`config.mk`:
```
export PLATFORM = sky130hd
export DESIGN_NAME = interrupt_summary_status
export DESIGN_NICKNAME = d
export VERILOG_FILES = /design/src/irq_enable_reg.v /design/src/interrupt_summary_status.v
export VERILOG_INCLUDE_DIRS = /design/src /design/src/include
export SDC_FILE = /design/constraint.sdc
export NUM_CORES = 1
export LEC_CHECK = 0
export ABC_AREA = 1
export BUFFER_PORTS_ARGS = -buffer_cell sky130_fd_sc_hd__buf_2
export CAP_MARGIN = 20
export CORE_ASPECT_RATIO = 1.1
export CORE_MARGIN = 2
export CORE_UTILIZATION = 44
export DETAILED_ROUTE_END_ITERATION = 10
export GPL_TIMING_DRIVEN = 1
export PLACE_DENSITY = 0.8
export SLEW_MARGIN = 20
export SYNTH_ARGS = -nofsm -noshare
export SYNTH_HDL_FRONTEND = slang
export SYNTH_SLANG_ARGS = --single-unit
export TNS_END_PERCENT = 5
```
`constraint.sdc`:
```
create_clock -name clk_sys_in -period 1.3 [get_ports clk_sys_in]
set_input_delay 0 -clock clk_sys_in [delete_from_list [all_inputs] [get_ports clk_sys_in]]
set_output_delay 0 -clock clk_sys_in [all_outputs]
set_load 0.02 [all_outputs]
```
`src/include/irq_summary_defines.vh`:
```
// register offsets, bit positions and reset values of the interrupt summary
`ifndef IRQ_SUMMARY_DEFINES_VH
`define IRQ_SUMMARY_DEFINES_VH

// host address width and data width of the byte-wide register port
`define ADDR_W              10
`define DATA_W              8

// byte addresses of the summary status word (read only)
`define STATUS_LO_ADDR      10'h010
`define STATUS_HI_ADDR      10'h011

// byte addresses of the companion interrupt enable word
`define ENABLE_LO_ADDR      10'h012
`define ENABLE_HI_ADDR      10'h013

// byte address of the byte that holds the watchdog expired flag
`define WDT_CTRL_ADDR       10'h0B0

// bit positions inside the 16-bit summary status word
`define BIT_TIMER           14
`define BIT_READY           12
`define BIT_POWER           10
`define BIT_VBUS            9
`define BIT_HOTPLUG         8
`define BIT_PSWITCH         7
`define BIT_WATCHDOG        6
`define BIT_PORTPWR         5
`define BIT_PDLINK          4
`define BIT_OVERCUR         3
`define BIT_PINOVR          2
`define BIT_PINCHG          1
`define BIT_CABLE           0

// implemented bits; 15, 13 and 11 are reserved and read zero
`define STATUS_MASK         16'h57FF

// reset values
`define STATUS_RESET        16'h0000
`define ENABLE_RESET        16'h1040
`define RDATA_RESET         8'h00

`endif

```
`src/irq_enable_reg.v`:
```
// interrupt enable word with byte-wide writes and per-bit gating
`timescale 1ns/1ps
`include "irq_summary_defines.vh"

module irq_enable_reg
#(
    parameter WIDTH = 16
)
(
    input  wire               clk_sys_in,
    input  wire               nrst_in,
    input  wire               wr_lo_in,
    input  wire               wr_hi_in,
    input  wire [7:0]         wdata_in,
    input  wire [WIDTH-1:0]   status_in,
    output wire [WIDTH-1:0]   enable_out,
    output wire [WIDTH-1:0]   gated_out
);

    reg  [WIDTH-1:0] enable_reg;
    reg  [WIDTH-1:0] enable_next;
    wire [WIDTH-1:0] implemented;

    assign implemented = `STATUS_MASK;

    // merge the written byte lanes, reserved bits stay zero
    always @*
    begin
        enable_next = enable_reg;
        if (wr_lo_in)
        begin
            enable_next[7:0] = wdata_in;
        end
        if (wr_hi_in)
        begin
            enable_next[15:8] = wdata_in;
        end
        enable_next = enable_next & implemented;
    end

    // enable storage with documented reset pattern
    always @(posedge clk_sys_in)
    begin
        if (!nrst_in)
        begin
            enable_reg <= `ENABLE_RESET;
        end
        else
        begin
            enable_reg <= enable_next;
        end
    end

    assign enable_out = enable_reg;

    genvar i;
    generate
        for (i = 0; i < WIDTH; i = i + 1)
        begin : gate_g
            assign gated_out[i] = status_in[i] & enable_reg[i];
        end
    endgenerate

endmodule // irq_enable_reg

```
`src/interrupt_summary_status.v`:
```
// top-level interrupt summary status word, enable gating and write lock
`timescale 1ns/1ps
`include "irq_summary_defines.vh"

// Function
// - timer underflow raises status bit 14
// - bit 14 follows timer underflow flag
// - bit 12 set when device ready
// - bit 12 mirrors configured flag one cycle later
// - power event drives bit 10
// - bus voltage change drives bit 9
// - hot-plug interrupt drives bit 8
// - power switch interrupt drives bit 7
// - watchdog expiry drives bit 6
// - watchdog pending blocks writes except clear
// - port power interrupt drives bit 5
// - power delivery link drives bit 4
// - overcurrent change drives bit 3
// - pin override drives bit 2
// - pin change drives bit 1
// - cable detect drives bit 0
// - 16-bit read-only word at 0010h
// - zero enable bit suppresses that interrupt
// - device sets configured flag after setup
module interrupt_summary_status
#(
    parameter VBUS_W = 8,
    parameter OCS_W  = 8,
    parameter PIN_W  = 16
)
(
    input  wire                clk_sys_in,
    input  wire                nrst_in,
    input  wire                timer_underflow_flag_in,
    input  wire                config_done_in,
    input  wire                power_irq_pending_in,
    input  wire [VBUS_W-1:0]   bus_voltage_change_in,
    input  wire                hot_plug_pending_in,
    input  wire                power_switch_pending_in,
    input  wire                watchdog_expired_flag_in,
    input  wire                port_power_pending_in,
    input  wire                pd_link_pending_in,
    input  wire [OCS_W-1:0]    overcurrent_change_in,
    input  wire                pin_override_pending_in,
    input  wire [PIN_W-1:0]    pin_irq_status_in,
    input  wire                cable_detect_pending_in,
    input  wire [`ADDR_W-1:0]  host_addr_in,
    input  wire                host_wr_in,
    input  wire                host_rd_in,
    input  wire [`DATA_W-1:0]  host_wdata_in,
    output wire                host_wr_pass_out,
    output reg  [`DATA_W-1:0]  host_rdata_out,
    output reg                 host_rvalid_out,
    output wire                configured_flag_out,
    output wire [15:0]         interrupt_summary_status_out,
    output wire [15:0]         interrupt_enable_out,
    output wire                irq_n_out
);

    // state
    reg  [15:0]        status_reg;
    reg  [15:0]        status_next;
    reg                configured_flag_reg;
    reg                configured_flag_next;
    reg                irq_reg;
    reg  [`DATA_W-1:0] rdata_next;
    reg                irq_next;
    reg                wr_allowed;
    reg                wr_enable_lo;
    reg                wr_enable_hi;

    // decode and gating wires
    wire               watchdog_pending;
    wire [15:0]        enable_word;
    wire [15:0]        gated_word;
    wire               any_gated;
    wire               vbus_any;
    wire               ocs_any;
    wire               pin_any;
    wire               lock_hit;
    wire               hit_status_lo;
    wire               hit_status_hi;
    wire               hit_enable_lo;
    wire               hit_enable_hi;

    // address compare shared by read and write decode
    function addr_hit;
        input [`ADDR_W-1:0] addr;
        input [`ADDR_W-1:0] target;
        begin
            addr_hit = (addr == target);
        end
    endfunction

    // pick one byte lane of a 16-bit word
    function [7:0] byte_sel;
        input [15:0] word;
        input        upper;
        begin
            if (upper)
            begin
                byte_sel = word[15:8];
            end
            else
            begin
                byte_sel = word[7:0];
            end
        end
    endfunction

    // device sets its own configured flag
    always @*
    begin
        configured_flag_next = configured_flag_reg;
        if (config_done_in)
        begin
            configured_flag_next = 1'b1;
        end
    end

    // configured flag clears only with system reset
    always @(posedge clk_sys_in)
    begin
        if (!nrst_in)
        begin
            configured_flag_reg <= 1'b0;
        end
        else
        begin
            configured_flag_reg <= configured_flag_next;
        end
    end

    assign configured_flag_out = configured_flag_reg;

    // any set bit of a vector source raises its summary bit
    assign vbus_any = |bus_voltage_change_in;
    assign ocs_any  = |overcurrent_change_in;
    assign pin_any  = |pin_irq_status_in;

    // gather the source flags into the summary word
    always @*
    begin
        status_next = `STATUS_RESET;
        status_next[`BIT_TIMER]    = timer_underflow_flag_in;
        status_next[`BIT_READY]    = configured_flag_reg;
        status_next[`BIT_POWER]    = power_irq_pending_in;
        status_next[`BIT_VBUS]     = vbus_any;
        status_next[`BIT_HOTPLUG]  = hot_plug_pending_in;
        status_next[`BIT_PSWITCH]  = power_switch_pending_in;
        status_next[`BIT_WATCHDOG] = watchdog_expired_flag_in;
        status_next[`BIT_PORTPWR]  = port_power_pending_in;
        status_next[`BIT_PDLINK]   = pd_link_pending_in;
        status_next[`BIT_OVERCUR]  = ocs_any;
        status_next[`BIT_PINOVR]   = pin_override_pending_in;
        status_next[`BIT_PINCHG]   = pin_any;
        status_next[`BIT_CABLE]    = cable_detect_pending_in;
        status_next = status_next & `STATUS_MASK;
    end

    // status reloads every cycle, host writes never reach it
    always @(posedge clk_sys_in)
    begin
        if (!nrst_in)
        begin
            status_reg <= `STATUS_RESET;
        end
        else
        begin
            status_reg <= status_next;
        end
    end

    // read-only word presented to the rest of the device
    assign interrupt_summary_status_out = status_reg;

    // watchdog interrupt pending as seen in the summary word
    assign watchdog_pending = status_reg[`BIT_WATCHDOG];

    // the watchdog control byte stays writable to lift the lock
    assign lock_hit = addr_hit(host_addr_in, `WDT_CTRL_ADDR);

    // block writes while watchdog pending, except its clear
    always @*
    begin
        wr_allowed = 1'b0;
        if (host_wr_in)
        begin
            if (!watchdog_pending)
            begin
                wr_allowed = 1'b1;
            end
            else if (lock_hit)
            begin
                wr_allowed = 1'b1;
            end
        end
    end

    // gated write strobe for every other register of the device
    assign host_wr_pass_out = wr_allowed;

    // byte address hits for read decode; the enable hits serve write decode too
    assign hit_status_lo = addr_hit(host_addr_in, `STATUS_LO_ADDR);
    assign hit_status_hi = addr_hit(host_addr_in, `STATUS_HI_ADDR);
    assign hit_enable_lo = addr_hit(host_addr_in, `ENABLE_LO_ADDR);
    assign hit_enable_hi = addr_hit(host_addr_in, `ENABLE_HI_ADDR);

    // enable word byte lanes, subject to the same write lock
    always @*
    begin
        wr_enable_lo = 1'b0;
        wr_enable_hi = 1'b0;
        if (wr_allowed)
        begin
            if (hit_enable_lo)
            begin
                wr_enable_lo = 1'b1;
            end
            else if (hit_enable_hi)
            begin
                wr_enable_hi = 1'b1;
            end
        end
    end

    // enable register and per-bit gating
    irq_enable_reg
    #(
        .WIDTH      (16)
    )
    u_enable
    (
        .clk_sys_in (clk_sys_in),
        .nrst_in    (nrst_in),
        .wr_lo_in   (wr_enable_lo),
        .wr_hi_in   (wr_enable_hi),
        .wdata_in   (host_wdata_in),
        .status_in  (status_reg),
        .enable_out (enable_word),
        .gated_out  (gated_word)
    );

    assign interrupt_enable_out = enable_word;

    // only enabled bits can raise the request
    assign any_gated = |gated_word;

    // request asserted while any enabled bit is set
    always @*
    begin
        irq_next = 1'b0;
        if (any_gated)
        begin
            irq_next = 1'b1;
        end
    end

    // request register, active while any enabled bit set
    always @(posedge clk_sys_in)
    begin
        if (!nrst_in)
        begin
            irq_reg <= 1'b0;
        end
        else
        begin
            irq_reg <= irq_next;
        end
    end

    // request pin is active low
    assign irq_n_out = ~irq_reg;

    // byte read decode; unmapped addresses read zero
    always @*
    begin
        rdata_next = `RDATA_RESET;
        // status and enable words at their byte addresses
        if (hit_status_lo)
        begin
            rdata_next = byte_sel(status_reg, 1'b0);
        end
        else if (hit_status_hi)
        begin
            rdata_next = byte_sel(status_reg, 1'b1);
        end
        else if (hit_enable_lo)
        begin
            rdata_next = byte_sel(enable_word, 1'b0);
        end
        else if (hit_enable_hi)
        begin
            rdata_next = byte_sel(enable_word, 1'b1);
        end
        else
        begin
            rdata_next = `RDATA_RESET;
        end
    end

    // valid pulse one cycle after the read strobe
    always @(posedge clk_sys_in)
    begin
        if (!nrst_in)
        begin
            host_rvalid_out <= 1'b0;
        end
        else
        begin
            host_rvalid_out <= host_rd_in;
        end
    end

    // read byte captured with the strobe, held until the next read
    always @(posedge clk_sys_in)
    begin
        if (!nrst_in)
        begin
            host_rdata_out <= `RDATA_RESET;
        end
        else if (host_rd_in)
        begin
            host_rdata_out <= rdata_next;
        end
    end

endmodule // interrupt_summary_status

```
==> impl_metrics.csv <==
group,metric,value,unit
run_status,status,"finished with violations",
run_status,violations,"negative hold slack",
power,clkPwrFrac,34.5,%
logic_synthesis,synth_common_cells,"nand2_1, inv_1, dfxtp_1",
worst_setup_path,regToRegSetupSlack,0.23,ns
detailed_routing,wl,5790,microns
detailed_routing,ant_nets,0,
timing,fmax,821,MHz
worst_setup_path,cp_max_fo,4,
worst_setup_path,rr_startpoint,"interrupt_summary_status_out[6]$_SDFF_PN0_",
timing,hold_viol_final,1,
logic_synthesis,synth_edf_count,0,
grt,antenna_found_initial,0,
layout,filler_cell_count,383,
timing,finalSetupTns,0,ns
logic_synthesis,synth.avg_cell_area,6.75,sq um
power,cellInternalPower,0.00179,W
clocking,cts_tree,"yes",
timing,fin_crit_sh,93.7,%
min_path,hp-class,"in2reg",
place,gp_congestion,0.819,
layout,seq_area,741,sq um
timing,setup_viol,0,
detailed_routing,drt_iter0_drc,92,
job,cap_violations,0,
detailed_routing,drt-pass1-iter-count,5,
logic_synthesis,synthTopCellsByArea,"dfxtp_1, nand2_1, inv_1",
place,dp.cells,435,
layout,multiInputGateArea,883,sq um
detailed_routing,wl_per_cell,12.3,microns
die,num_rows,25,
die,initial_core_util,45.1,%
logic_synthesis,synth_most_common_cell,"nand2_1",
clocking,numCtsBuffers,5,
timing,whs,-0.000520,ns
layout,final_nets,481,
min_path,hold_path.startpoint,"pin_irq_status_in[0]",
power,combinationalPowerShare,16.8,%
clocking,cts_setup_buffers,0,
detailed_routing,via_count,2202,
grt,grt_pass1_wl,9400,microns
worst_setup_path,cp.arrival,1.22,ns
min_path,min_to,"interrupt_summary_status_out[1]$_SDFF_PN0_",
clocking,htree_levels,2,
worst_setup_path,start_kind,"flop",
worst_setup_path,reg2regPathDepth,6,
power,p_switching,0.000665,W
timing,fin_skew,0.00956,ns
clocking,path_clk_slew,0.08,ns
die,coreArea,0.00425,sq mm
grt,grt_start_max_net_pins,21,
power,swShare,27.1,%
place,portBuffers,101,
logic_synthesis,synth_flop_cell,"dfxtp_1",
worst_setup_path,path_class,"reg2out",
power,leakage,1.61,nW
die,ioPinCount,108,
layout,fin_cells,472,
logic_synthesis,netlist_area,0.00192,sq mm
logic_synthesis,syn_inst,284,
grt,grt_overflow_total,0,
detailed_routing,drc,0,
timing,rsz0062_at_grt,"no",
logic_synthesis,yosys_warnings,0,
place,dp_hpwl,4040,microns
layout,insertedDiodeCount,0,
grt,grt_pass1_vias,2149,
clocking,clk_latency,0.29,ns
power,ir_worst_vdd,718,uV
worst_setup_path,required,1.30,ns
timing,period_needed,1.22,ns
clocking,holdBufCountCts,29,
grt,grt.total_usage,25.2,%
logic_synthesis,yosys.area.top_type,"dfxtp_1",
clocking,cts-root-buf,"clkbuf_8",
detailed_routing,viasPerCell,4.67,
logic_synthesis,async_flop_share,0,%
clocking,cts.path.max_buffers,2,
die,fp.dieArea,0.00490,sq mm
power,powerDensity,860,mW/mm^2
timing,drv_slew,0,
logic_synthesis,ys_ff_latch,37,
min_path,hold-path-cell-count,3,
logic_synthesis,synth_top_area_share,38.6,%
worst_setup_path,worst_setup_path_end_kind,"output port",
layout,drive_gt1_share,30.1,%
die,fp.dieH,73.2,microns
layout,area_delta_synth_final,48.8,%
clocking,cts_resized,0,
logic_synthesis,ys_types,28,
power,p_seq_share,48.6,%
worst_setup_path,reg2reg_to,"u_enable.enable_out[14]$_SDFFE_PN0P_",
clocking,clock-sinks,37,
logic_synthesis,yosysSeqAreaShare,38.6,%
die,die_w,66.9,microns
==> layout by cell type, fill, tap and decap left out, drive strengths merged <==
master and instances:
a21oi 8, a221oi 1, a31oi 1, a41oi 1, buf 105, clkbuf 6, clkinv 3, conb 6
dfxtp 37, dlygate4sd3 29, inv 59, nand2 97, nand3 14, nand4 4, nor2 22, nor4 8
o211ai 7, o21ai 8, o221ai 2
==> cells by family after synthesis <==
group | Yosys count | share of synthesized area (%)
compound gates | 28 | 9.66
buf+inv | 73 | 16.3
flops | 37 | 38.6
other cells | 1 | 0.196
simple gates | 145 | 35.2
==> final cells by class <==
| type | instances | share of cell area, % |
|---|---|---|
| well taps | 54 | 2.37 |
| clock buffers | 6 | 2.90 |
| multi-input cells | 179 | 31.0 |
| clock inverters | 2 | 0.483 |
| inverters | 60 | 7.90 |
| flip-flops and latches | 37 | 26.0 |
| repair buffers | 134 | 29.4 |
==> worst max-delay path, cell delays in order (launching register included) <==
cell     delay (ns)
dfxtp_1        0.47
o21ai_4        0.13
nand2_4        0.13
inv_1          0.05
buf_2          0.15
==> metrics by stage <==
stage	area (sq um)	setup WS (ns)	utilization, %	power (W)
finish	2850	0.0818	67.0	0.00245
global route	2850	0.0111	67.0	0.00255
CTS	2850	0.0831	67.0	0.00245
detailed placement	2460	0.0442	57.9	0.00156
global placement	2460	0.0753	57.9	0.00155
floorplan	1940	0.256	-	0.00140
==> power by group through the flow <==
stage	logic [W]	registers, W	clock network [W]
finish	0.000413	0.00119	0.000848
global route	0.000455	0.00120	0.000899
CTS	0.000403	0.00119	0.000857
detailed placement	0.000336	0.00122	0
global placement	0.000331	0.00122	0
floorplan	0.000152	0.00125	0
==> worst max path at each step <==
stage	from	to	slack [ns]	depth (start not counted)
after detailed placement	host_addr_in[9]	u_enable.enable_out[1]$_SDFFE_PN0P_	0.04	10
after floorplan	host_addr_in[0]	u_enable.enable_out[0]$_SDFFE_PN0P_	0.26	9
after global routing	interrupt_summary_status_out[6]$_SDFF_PN0_	host_wr_pass_out	0.01	4
after global placement	host_addr_in[3]	u_enable.enable_out[1]$_SDFFE_PN0P_	0.08	10
final	interrupt_summary_status_out[6]$_SDFF_PN0_	host_wr_pass_out	0.08	4
after CTS	interrupt_summary_status_out[6]$_SDFF_PN0_	host_wr_pass_out	0.08	4
==> per-layer routing <==
| layer | global-route usage [%] | wire (microns) | share of wire (%) |
|---|---|---|---|
| met4 | 11.6 | 110 | 1.9 |
| met2 | 45.8 | 3030 | 52 |
| met1 | 28.0 | 2250 | 39 |
| met5 | 0 | 0 | 0 |
| met3 | 4.78 | 401 | 6.9 |
No activity file was read; power rests on OpenSTA's default activity.
